`config.mk`:
```
export PLATFORM = sky130hd
export DESIGN_NAME = dma_channel_event_flags
export DESIGN_NICKNAME = d
export VERILOG_FILES = /design/src/logic/dma_event_pkg.sv /design/src/logic/ptr_event_detect.sv /design/src/logic/dma_channel_event_flags.sv
export SDC_FILE = /design/constraint.sdc
export NUM_CORES = 1
export LEC_CHECK = 0
export BUFFER_PORTS_ARGS = -buffer_cell sky130_fd_sc_hd__buf_2
export CELL_PAD_IN_SITES_DETAIL_PLACEMENT = 0
export CELL_PAD_IN_SITES_GLOBAL_PLACEMENT = 2
export CORE_ASPECT_RATIO = 0.9
export CORE_UTILIZATION = 30
export CTS_BUF_LIST = sky130_fd_sc_hd__clkbuf_16
export CTS_CLUSTER_DIAMETER = 100
export DETAILED_ROUTE_END_ITERATION = 8
export PLACE_DENSITY_LB_ADDON = 0.1
export RECOVER_POWER = 25
export SLEW_MARGIN = 25
export SYNTH_ARGS = -nofsm -noshare
export SYNTH_HDL_FRONTEND = slang
export SYNTH_HIERARCHICAL = 1
export SYNTH_SLANG_ARGS = --single-unit
```
`constraint.sdc`:
```
create_clock -name aclk -period 4.3 [get_ports aclk]
set_input_delay 0.645 -clock aclk [delete_from_list [all_inputs] [get_ports aclk]]
set_output_delay 0.645 -clock aclk [all_outputs]
set_load 0.1 [all_outputs]
```
`src/logic/dma_event_pkg.sv`:
```
/*
  package for the dma channel event flag block: register offsets, field
  positions, widths and reset values.
  assumes a 32-bit axi4-lite register bus and 16-bit channel pointers.
*/
package dma_event_pkg;
  localparam int unsigned ptr_w = 16;
  localparam int unsigned nflags = 8;
  // register byte addresses
  localparam logic [7:0] addr_int_ctrl = 8'h00;
  localparam logic [7:0] addr_src_size = 8'h04;
  localparam logic [7:0] addr_dst_size = 8'h08;
  localparam logic [7:0] addr_cell_size = 8'h0C;
  localparam logic [7:0] addr_abort_sel = 8'h10;
  localparam logic [7:0] addr_status = 8'h14;
  // field layout of the interrupt control and abort select registers
  localparam int unsigned flag_lsb = 0;
  localparam int unsigned ie_lsb = 16;
  localparam int unsigned abort_sel_w = 8;
  // flag bit positions
  localparam int unsigned bit_addr_err = 0;
  localparam int unsigned bit_abort = 1;
  localparam int unsigned bit_cell = 2;
  localparam int unsigned bit_block = 3;
  localparam int unsigned bit_dst_half = 4;
  localparam int unsigned bit_dst_done = 5;
  localparam int unsigned bit_src_half = 6;
  localparam int unsigned bit_src_done = 7;
  // reset values and response codes
  localparam logic [7:0] flags_rst = 8'h00;
  localparam logic [15:0] size_rst = 16'h0000;
  localparam logic [1:0] resp_okay = 2'h0;
  localparam logic [1:0] resp_slverr = 2'h2;
endpackage

```
`src/logic/ptr_event_detect.sv`:
```
/*
  one pointer event detector: flags the cycle in which a pointer first
  equals a target value.
  assumes the pointer and target are on the aclk domain.
*/
`timescale 1ns/1ps
module ptr_event_detect (
  // clock and reset
  input wire logic aclk,
  input wire logic aresetn,
  // compare
  input wire logic [dma_event_pkg::ptr_w-1:0] ptr,
  input wire logic [dma_event_pkg::ptr_w-1:0] target,
  input wire logic armed,
  // event
  output logic hit
);
  logic matched;

  // level match remembered so a held match fires once
  always_ff @(posedge aclk) begin
    if (!aresetn) begin
      matched <= 1'b0;
    end else begin
      matched <= armed && (ptr == target);
    end
  end

  assign hit = armed && (ptr == target) && !matched;
endmodule

```
`src/logic/dma_channel_event_flags.sv`:
```
/*
  dma channel event flags: sticky event flags, matching enables and the
  channel interrupt request, with sizes and abort select over axi4-lite.
  assumes the transfer engine drives pointers and byte pulses on aclk.
*/
// Added by the designer: the placing of the registers and the AXI4-Lite slave port.
`timescale 1ns/1ps
module dma_channel_event_flags (
  // clock and reset
  input wire logic aclk,
  input wire logic aresetn,
  // axi4-lite write address
  input wire logic [7:0] s_axi_awaddr,
  input wire logic s_axi_awvalid,
  output logic s_axi_awready,
  // axi4-lite write data
  input wire logic [31:0] s_axi_wdata,
  input wire logic [3:0] s_axi_wstrb,
  input wire logic s_axi_wvalid,
  output logic s_axi_wready,
  // axi4-lite write response
  output logic [1:0] s_axi_bresp,
  output logic s_axi_bvalid,
  input wire logic s_axi_bready,
  // axi4-lite read address
  input wire logic [7:0] s_axi_araddr,
  input wire logic s_axi_arvalid,
  output logic s_axi_arready,
  // axi4-lite read data
  output logic [31:0] s_axi_rdata,
  output logic [1:0] s_axi_rresp,
  output logic s_axi_rvalid,
  input wire logic s_axi_rready,
  // transfer engine status
  input wire logic [dma_event_pkg::ptr_w-1:0] source_pointer,
  input wire logic [dma_event_pkg::ptr_w-1:0] destination_pointer,
  input wire logic xfer_active,
  input wire logic byte_moved,
  input wire logic pattern_match,
  input wire logic addr_invalid,
  input wire logic [255:0] irq_lines,
  // toward engine and interrupt controller
  output logic xfer_abort,
  output logic channel_irq
);
  logic [7:0] flags;
  logic [7:0] enables;
  logic [7:0] set_ev;
  logic [7:0] clr_mask;
  logic [15:0] source_size;
  logic [15:0] destination_size;
  logic [15:0] cell_size;
  logic [7:0] abort_trigger_select;
  logic abort_en;
  logic [15:0] cell_count;
  logic [15:0] block_count;
  logic [15:0] block_target;
  logic aw_held;
  logic w_held;
  logic [7:0] aw_addr;
  logic [31:0] w_data;
  logic [3:0] w_strb;
  logic wr_go;
  logic hit_sd, hit_sh, hit_dd, hit_dh;
  logic abort_hit;

  // half of a size, rounded down
  function automatic logic [15:0] half_of(input logic [15:0] v);
    half_of = {1'b0, v[15:1]};
  endfunction

  // byte-lane merge of a 16-bit field
  function automatic logic [15:0] merge16(input logic [15:0] old,
      input logic [31:0] d, input logic [3:0] s);
    merge16 = {s[1] ? d[15:8] : old[15:8], s[0] ? d[7:0] : old[7:0]};
  endfunction

  ptr_event_detect u_src_done (.aclk(aclk), .aresetn(aresetn),
    .ptr(source_pointer), .target(source_size), .armed(xfer_active),
    .hit(hit_sd));
  ptr_event_detect u_src_half (.aclk(aclk), .aresetn(aresetn),
    .ptr(source_pointer), .target(half_of(source_size)),
    .armed(xfer_active), .hit(hit_sh));
  ptr_event_detect u_dst_done (.aclk(aclk), .aresetn(aresetn),
    .ptr(destination_pointer), .target(destination_size),
    .armed(xfer_active), .hit(hit_dd));
  ptr_event_detect u_dst_half (.aclk(aclk), .aresetn(aresetn),
    .ptr(destination_pointer), .target(half_of(destination_size)),
    .armed(xfer_active), .hit(hit_dh));

  // block target is the larger of the two sizes
  assign block_target = (source_size > destination_size) ?
    source_size : destination_size;

  always_ff @(posedge aclk) begin
    if (!aresetn || !xfer_active) begin
      cell_count <= dma_event_pkg::size_rst;
    end else if (byte_moved) begin
      cell_count <= (cell_count + 16'h0001 >= cell_size) ?
        16'h0000 : cell_count + 16'h0001;
    end
  end

  always_ff @(posedge aclk) begin
    if (!aresetn || !xfer_active) begin
      block_count <= dma_event_pkg::size_rst;
    end else if (byte_moved) begin
      block_count <= block_count + 16'h0001;
    end
  end

  assign abort_hit = abort_en && xfer_active &&
    irq_lines[abort_trigger_select];
  assign xfer_abort = abort_hit;

  // event vector in flag order
  always_comb begin
    set_ev = 8'h00;
    set_ev[dma_event_pkg::bit_src_done] = hit_sd;
    set_ev[dma_event_pkg::bit_src_half] = hit_sh;
    set_ev[dma_event_pkg::bit_dst_done] = hit_dd;
    set_ev[dma_event_pkg::bit_dst_half] = hit_dh;
    set_ev[dma_event_pkg::bit_block] = pattern_match || (xfer_active &&
      byte_moved && (block_count + 16'h0001 == block_target));
    set_ev[dma_event_pkg::bit_cell] = xfer_active && byte_moved &&
      (cell_count + 16'h0001 >= cell_size);
    set_ev[dma_event_pkg::bit_abort] = abort_hit;
    set_ev[dma_event_pkg::bit_addr_err] = addr_invalid;
  end

  // write channel capture, address and data in either order
  always_ff @(posedge aclk) begin
    if (!aresetn) begin
      aw_held <= 1'b0;
      w_held <= 1'b0;
      aw_addr <= 8'h00;
      w_data <= 32'h00000000;
      w_strb <= 4'h0;
    end else begin
      if (s_axi_awvalid && s_axi_awready) begin
        aw_held <= 1'b1;
        aw_addr <= s_axi_awaddr;
      end else if (wr_go) begin
        aw_held <= 1'b0;
      end
      if (s_axi_wvalid && s_axi_wready) begin
        w_held <= 1'b1;
        w_data <= s_axi_wdata;
        w_strb <= s_axi_wstrb;
      end else if (wr_go) begin
        w_held <= 1'b0;
      end
    end
  end

  assign s_axi_awready = !aw_held && !s_axi_bvalid;
  assign s_axi_wready = !w_held && !s_axi_bvalid;
  assign wr_go = aw_held && w_held && !s_axi_bvalid;

  // write response
  always_ff @(posedge aclk) begin
    if (!aresetn) begin
      s_axi_bvalid <= 1'b0;
      s_axi_bresp <= dma_event_pkg::resp_okay;
    end else if (wr_go) begin
      s_axi_bvalid <= 1'b1;
      if (aw_addr[7:2] > dma_event_pkg::addr_status[7:2]) begin
        s_axi_bresp <= dma_event_pkg::resp_slverr;
      end else begin
        s_axi_bresp <= dma_event_pkg::resp_okay;
      end
    end else if (s_axi_bready) begin
      s_axi_bvalid <= 1'b0;
    end
  end

  // software clear of flags: write zero to bit clears it
  always_comb begin
    clr_mask = 8'h00;
    if (wr_go && aw_addr[7:2] == dma_event_pkg::addr_int_ctrl[7:2] &&
        w_strb[0]) begin
      clr_mask = ~w_data[7:0];
    end
  end

  // sticky flags, set wins over clear
  always_ff @(posedge aclk) begin
    if (!aresetn) begin
      flags <= dma_event_pkg::flags_rst;
    end else begin
      flags <= (flags & ~clr_mask) | set_ev;
    end
  end

  // configuration registers
  always_ff @(posedge aclk) begin
    if (!aresetn) begin
      enables <= dma_event_pkg::flags_rst;
      source_size <= dma_event_pkg::size_rst;
      destination_size <= dma_event_pkg::size_rst;
      cell_size <= dma_event_pkg::size_rst;
      abort_trigger_select <= 8'h00;
      abort_en <= 1'b0;
    end else if (wr_go) begin
      if (aw_addr[7:2] == dma_event_pkg::addr_int_ctrl[7:2]) begin
        if (w_strb[2]) begin
          enables <= w_data[dma_event_pkg::ie_lsb +: 8];
        end
      end else if (aw_addr[7:2] == dma_event_pkg::addr_src_size[7:2]) begin
        source_size <= merge16(source_size, w_data, w_strb);
      end else if (aw_addr[7:2] == dma_event_pkg::addr_dst_size[7:2]) begin
        destination_size <= merge16(destination_size, w_data, w_strb);
      end else if (aw_addr[7:2] == dma_event_pkg::addr_cell_size[7:2]) begin
        cell_size <= merge16(cell_size, w_data, w_strb);
      end else if (aw_addr[7:2] == dma_event_pkg::addr_abort_sel[7:2]) begin
        if (w_strb[0]) begin
          abort_trigger_select <= w_data[7:0];
        end
        if (w_strb[1]) begin
          abort_en <= w_data[8];
        end
      end
    end
  end

  assign channel_irq = |(flags & enables);

  // read channel
  assign s_axi_arready = !s_axi_rvalid;
  always_ff @(posedge aclk) begin
    if (!aresetn) begin
      s_axi_rvalid <= 1'b0;
      s_axi_rdata <= 32'h00000000;
      s_axi_rresp <= dma_event_pkg::resp_okay;
    end else if (s_axi_arvalid && s_axi_arready) begin
      s_axi_rvalid <= 1'b1;
      s_axi_rresp <= dma_event_pkg::resp_okay;
      if (s_axi_araddr[7:2] == dma_event_pkg::addr_int_ctrl[7:2]) begin
        s_axi_rdata <= {8'h00, enables, 8'h00, flags};
      end else if (s_axi_araddr[7:2] == dma_event_pkg::addr_src_size[7:2])
          begin
        s_axi_rdata <= {16'h0000, source_size};
      end else if (s_axi_araddr[7:2] == dma_event_pkg::addr_dst_size[7:2])
          begin
        s_axi_rdata <= {16'h0000, destination_size};
      end else if (s_axi_araddr[7:2] == dma_event_pkg::addr_cell_size[7:2])
          begin
        s_axi_rdata <= {16'h0000, cell_size};
      end else if (s_axi_araddr[7:2] == dma_event_pkg::addr_abort_sel[7:2])
          begin
        s_axi_rdata <= {23'h0, abort_en, abort_trigger_select};
      end else if (s_axi_araddr[7:2] == dma_event_pkg::addr_status[7:2])
          begin
        s_axi_rdata <= {30'h0, xfer_active, channel_irq};
      end else begin
        s_axi_rdata <= 32'h00000000;
        s_axi_rresp <= dma_event_pkg::resp_slverr;
      end
    end else if (s_axi_rready) begin
      s_axi_rvalid <= 1'b0;
    end
  end
endmodule

```
---- Yosys cells after proc, flatten, opt, wreduce, memory -nomap -nowiden ----
Cells that the tools add are included.
operators by class
  $add $sub $neg .......................... 2
  magnitude comparators ................... 4
  eq/ne operators ......................... 14
  muxes and demuxes ....................... 25
  bitwise logic cells ..................... 9
  reduce and logical (&&, ||, !) cells .... 50
operators with widths
  operator                                                                count
  16-bit two-way mux                                                      5
  16-bit equality test                                                    3
  16-bit by 1-bit adder with 16-bit output (second input constant)        2
  16-bit by 15-bit equality test with 1-bit output                        2
  6-bit by 2-bit equality test with 1-bit output (second input constant)  4
  24-bit two-way mux                                                      1
  1-bit logical AND                                                       22
  6-bit by 3-bit equality test with 1-bit output (second input constant)  3
  8-bit AND                                                               2
  16-bit greater-or-equal comparator                                      1
  16-bit greater-than comparator                                          1
  2-bit two-way mux                                                       8
  8-bit inverter                                                          2
  7-bit AND reduction                                                     2
  6-bit by 1-bit equality test with 1-bit output (second input constant)  2
  6-bit logical NOT                                                       2
  6-bit AND reduction                                                     2
  1-bit logical NOT                                                       10
  5-bit AND reduction                                                     2
  8-bit by 9-bit < comparator with 1-bit output (second input constant)   1
  9-bit two-way mux                                                       1
  1-bit binary-select mux with 8-bit select                               1
  1-bit two-way mux                                                       8
  8-bit two-way mux                                                       1
  8 further kinds                                                         16
word-level totals
  flip-flop bits (word level) ............. 184
  input port bits ......................... 351
  logic and storage cells ................. 130

---- Depth between registers and ports, before layout ----
  word-level depth ........................ 8
  mapped depth ............................ 16
  mapped depth without buffers ............ 14

---- Cells and area by module ----
Netlist, hierarchy kept.
by module, submodules not included
  module                   instances  cells each  area each (um^2)  seq. area each (um^2)
  dma_channel_event_flags  1          1180        10881.7           3363.2
  ptr_event_detect         4          28          227.7             20.0

---- Least setup slack after synthesis ----
No wires, ideal clock.
  path kind ............................... reg2reg
  start point ............................. register cell_count[0]
  end point ............................... register cell_count[7]
  library setup time ...................... 0.074 ns
  arrival time ............................ 3.370 ns
  data required time ...................... 4.226 ns
  setup slack ............................. 0.855 ns
  cell stages (with the launch flop) ...... 17
  path buffers ............................ 2
  period minus slack after synthesis ...... 3.445 ns
  cell sequence ........................... dfxtp_1 ha_1 and3_1 nand3_1 nor2_1 and3_1 and3_1 nand3_1 xnor2_1 ha_1 a21o_1 a21oi_1 o221a_2 clkbuf_1 clkbuf_1 nand4b_1 a31oi_1
between the ends
  cells in the longest elaborated chain, start to end .. 3
RTL lines
  element                                     line                                                           text
  start: declaration                          dma_channel_event_flags.sv:55                                  logic [15:0] cell_count;
  start signal: assignment                    dma_channel_event_flags.sv:97                                  cell_count <= dma_event_pkg::size_rst;
  start signal: assignment                    dma_channel_event_flags.sv:99                                  cell_count <= (cell_count + 16'h0001 >= cell_size) ?
  16-bit by 1-bit adder with 16-bit output *  dma_channel_event_flags.sv:99, dma_channel_event_flags.sv:100
  16-bit greater-or-equal comparator          dma_channel_event_flags.sv:99
  16-bit two-way mux *                        dma_channel_event_flags.sv:99
Mark *: on every way between the ends. The rest lies on a longest branch, timed or not.
A chain may end at the register's enable or synchronous reset.

---- Worst setup path after layout ----
  start point ............................. register abort_trigger_select[0]
  end point ............................... output port xfer_abort
between the ends
  cells in the longest elaborated chain, start to end .. 3
RTL lines
  element                                    line                            text
  start: declaration                         dma_channel_event_flags.sv:53   logic [7:0] abort_trigger_select;
  start signal: assignment                   dma_channel_event_flags.sv:217  abort_trigger_select <= w_data[7:0];
  1-bit binary-select mux with 8-bit select  dma_channel_event_flags.sv:113  irq_lines[abort_trigger_select];
  1-bit two-way mux (not written as such)    dma_channel_event_flags.sv:113
  1-bit logical AND                          dma_channel_event_flags.sv:112  assign abort_hit = abort_en && xfer_active &&
  end: declaration                           dma_channel_event_flags.sv:43   output logic xfer_abort,
No other way between the ends. The select of a mux whose other input is x is not followed.

==> metrics <==
combinational power share=between 10 and 15%; reg2reg start=cell_count[2]$_SDFFE_PP0P_; Total Routing Usage GR=between 20 and 25%; Netlist cell types=52; post-route design area=about 0.015 mm2; max cap viols=3; setup slack, reg-to-reg=roughly 0.48 ns; Placed Area=about 0.014 mm2; cell taking the most area after synthesis=dfxtp_1; endpoints failing setup=0; Clock power frac=between 40% and 50%; clock tree buffer depth=2; mean area per synthesized cell=around 9.1 um2; critical path required time=approximately 3.7 ns; number of inserted diodes=0; I/O pin count=394; prevailing post-synth register cell=dfxtp_1; most frequent cell after synthesis=dfxtp_1; synth cell count leaders=172 x dfxtp_1, 158 x nand2_1, 80 x mux4_2; area grow syn2layout=25.0%; clock sink count=roughly 170; cell row count=68; final period utilization=92.8%; failing checks=capacitance limit, slew limit; filler cell count=a little over 4000; Worst Reg-to-Reg Cells=14; worst hold path startpoint=addr_invalid; Slew Limit Fails=roughly 170; die area=around 0.04 mm2; Post-DRT Antenna Nets=0; number of global-route vias before repair=between 10000 and 15000; worst skew pair latency=0.46 ns; gpl congestion=between 0.9 and 1; Final HPWL DP=slightly below 40 mm; GRT overflow=0; ys async rst share=0%; nets=between 2000 and 2500; Layout Skew=between 0.02 and 0.025 ns; initial antenna violation count=9; DRT Pass-1 Iters=4; Initial Util=between 30% and 40%; chip width=~210 um; Max H-tree Level=4; fmax=between 200 and 300 MHz; port buffer count=370; layout cells sized above 1=31.6%; actual slew at the worst max-slew pin=between 2 and 2.5 ns; Crit path arrival time=between 3 and 4 ns; Setup CP Type=flip-flop to primary output; Setup Buffers After CTS=0; leakage=6.12 nW; Worst-path clk slew=0.08 ns; normalized max-slew margin=-38.6%; total vias in the final route=11100; final setup margin=around 0.31 ns; FF-to-FF End=cell_count[2]$_SDFFE_PP0P_; CTS tree=built; largest net degree at the start of global routing=87; setup repair after global routing missed its margin=false; Seq pwr share=between 40% and 50%; Post-Syn Instances=between 1000 and 1500; Critical Path Start Type=flip-flop; total CTS buffers=17; critical path fanouts, max=36; min Tclk post-route=around 4 ns; number of synthesized flops with an enable pin=0; Worst Hold Class=input port to flip-flop; Min-Delay Endpoint=flags[0]$_SDFF_PN0_; pwr dens=around 260 mW/mm2; setup TNS=0 ns; Switching Share=between 30 and 40%; outcome=finished, violations left; endpoint class of the critical path=primary output; Cell Area, Synth=between 0.01 and 0.015 mm2; yosys warns=6; Die Ht=190 um; sequential cell area fraction in the yosys report=29.2%; vias per cell=a little over 5; root buffer cell=clkbuf_16; #FFs+latches synth=roughly 170; 1st-iter DRT viols=between 700 and 800; sw power=between 0.001 and 0.0015 W; DRC violations left=0; Peak supply drop=~190 uV; Hold Fails Final Rpt=0; Worst Hold Path Cells=2; Yosys top cell area share=just under 30%; Place WS=between 0.5 and 0.6 ns; final WL=~50 mm; Power Internal=0.00266 W; first-pass GRT wire length=slightly above 70 mm; routed len/inst=~23 um; main area contributors after synthesis=dfxtp_1 29%, mux4_2 15%, mux2i_1 5.4%; core area=0.0385 mm2; CTS-repair resized insts=0; hold buffer count at cts=0
==> per-stage QoR <==
step / hold slack (ns) / instances / power (W) / util [%]
floorplan: 0.439 / 1303 / 0.00201 / -
global placement: 0.445 / 2131 / 0.00228 / 36.7
detailed placement: 0.448 / 2131 / 0.00228 / 36.7
CTS: 0.395 / 2163 / 0.00391 / 38.3
global route: 0.420 / 2163 / 0.00401 / 38.2
finish: 0.418 / 2163 / 0.00385 / 38.2
==> cell type report <==
| class | count | area [um2] | area share [%] |
|---|---|---|---|
| Clock buffer | 17 | 425 | 2.89 |
| Clock inverter | 15 | 194 | 1.32 |
| Inverter | 48 | 180 | 1.22 |
| Multi-Input combinational cell | 995 | 7800 | 52.9 |
| Sequential cell | 172 | 3450 | 23.4 |
| Tap cell | 525 | 657 | 4.46 |
| Timing Repair Buffer | 391 | 2040 | 13.8 |
==> worst max path at each step <==
| stage | endpoint | slack (ns) | startpoint |
|---|---|---|---|
| after floorplan | cell_count[7]$_SDFFE_PP0P_ | 0.86 | cell_count[0]$_SDFFE_PP0P_ |
| after global routing | cell_count[2]$_SDFFE_PP0P_ | 0.11 | cell_count[0]$_SDFFE_PP0P_ |
| final | xfer_abort | 0.31 | abort_trigger_select[0]$_SDFFE_PN0P_ |
| after CTS | xfer_abort | 0.23 | abort_trigger_select[0]$_SDFFE_PN0P_ |
| after global placement | cell_count[8]$_SDFFE_PP0P_ | 0.63 | cell_count[2]$_SDFFE_PP0P_ |
| after detailed placement | cell_count[7]$_SDFFE_PP0P_ | 0.58 | cell_count[2]$_SDFFE_PP0P_ |
==> metal layers <==
layer	routed length, um	part of all wire, %	track usage (%)	vias up
met5	0	0	0	-
met4	661	1.4	5.41	0
met3	2800	5.7	4.16	29
met2	21800	45	38.3	352
met1	23500	48	34.8	5407
li1	-	-	-	5345
==> cells by family (layout without fill, tap and decap cells) <==
group | count (synthesis) | count (layout) | synth area share [%]
muxes | 144 | 144 | 20.7
AOI/OAI and AO/OA | 246 | 246 | 13.2
adders and majority gates | 34 | 34 | 3.61
DFF | 172 | 172 | 29.2
xor gates and xnor gates | 100 | 100 | 7.43
buffers and inverters | 136 | 471 | 5.14
and+or+nand+nor | 459 | 459 | 20.7
other | 1 | 12 | 0.0318
==> cell usage in the layout (no fill, tap or decap), drive strengths merged, types with 3 or more instances in the layout <==
cell      n
a21oi    76
and3     21
nor3     10
xor2     59
dfxtp   172
or2       3
nand4    22
o22ai     6
o21ai    46
nor4     18
buf     388
nand3b   10
ha       34
nand2b   19
xnor2    41
clkbuf   20
nor2b    77
nor3b     4
and4      9
nor2     36
nand4b   10
conb     12
clkinv    7
nand3    40
and2      8
o21a     16
a22oi    12
a221oi    8
a222oi    4
or3       5
a21o      7
a21boi   46
nor4b     7
a31oi    10
a211oi    7
mux2i    64
nand2   158
mux4     80
inv      54
==> worst max-delay path, stage by stage (launching register included) <==
cell	delay, ns
dfxtp_4	0.37
buf_12	0.28
mux4_2	0.63
mux4_2	0.51
a22oi_1	0.18
nand2_1	0.08
a21oi_1	0.15
o21ai_1	0.14
and3_1	0.21
buf_2	0.29
==> state kept, by name, summed over array words and instances (netlist names) <==
| register | cells |
|---|---|
| s_axi_rdata | 24 |
| w_data | 24 |
| block_count | 16 |
| cell_count | 16 |
| cell_size | 16 |
| destination_size | 16 |
| source_size | 16 |
| abort_trigger_select | 8 |
| enables | 8 |
| flags | 8 |
| aw_addr | 6 |
| w_strb | 3 |
| abort_en | 1 |
| aw_held | 1 |
| s_axi_bresp | 1 |
| s_axi_bvalid | 1 |
| s_axi_rresp | 1 |
| s_axi_rvalid | 1 |
| u_dst_done/matched | 1 |
| u_dst_half/matched | 1 |
| u_src_done/matched | 1 |
| u_src_half/matched | 1 |
| w_held | 1 |
==> power groups by stage <==
stage	Clock, W	Sequential [W]	Combinational [W]
global route	0.00172	0.00167	0.000620
finish	0.00161	0.00167	0.000575
floorplan	0	0.00172	0.000295
CTS	0.00166	0.00166	0.000579
global placement	0	0.00170	0.000574
detailed placement	0	0.00170	0.000577
No activity file was read; power rests on OpenSTA's default activity.
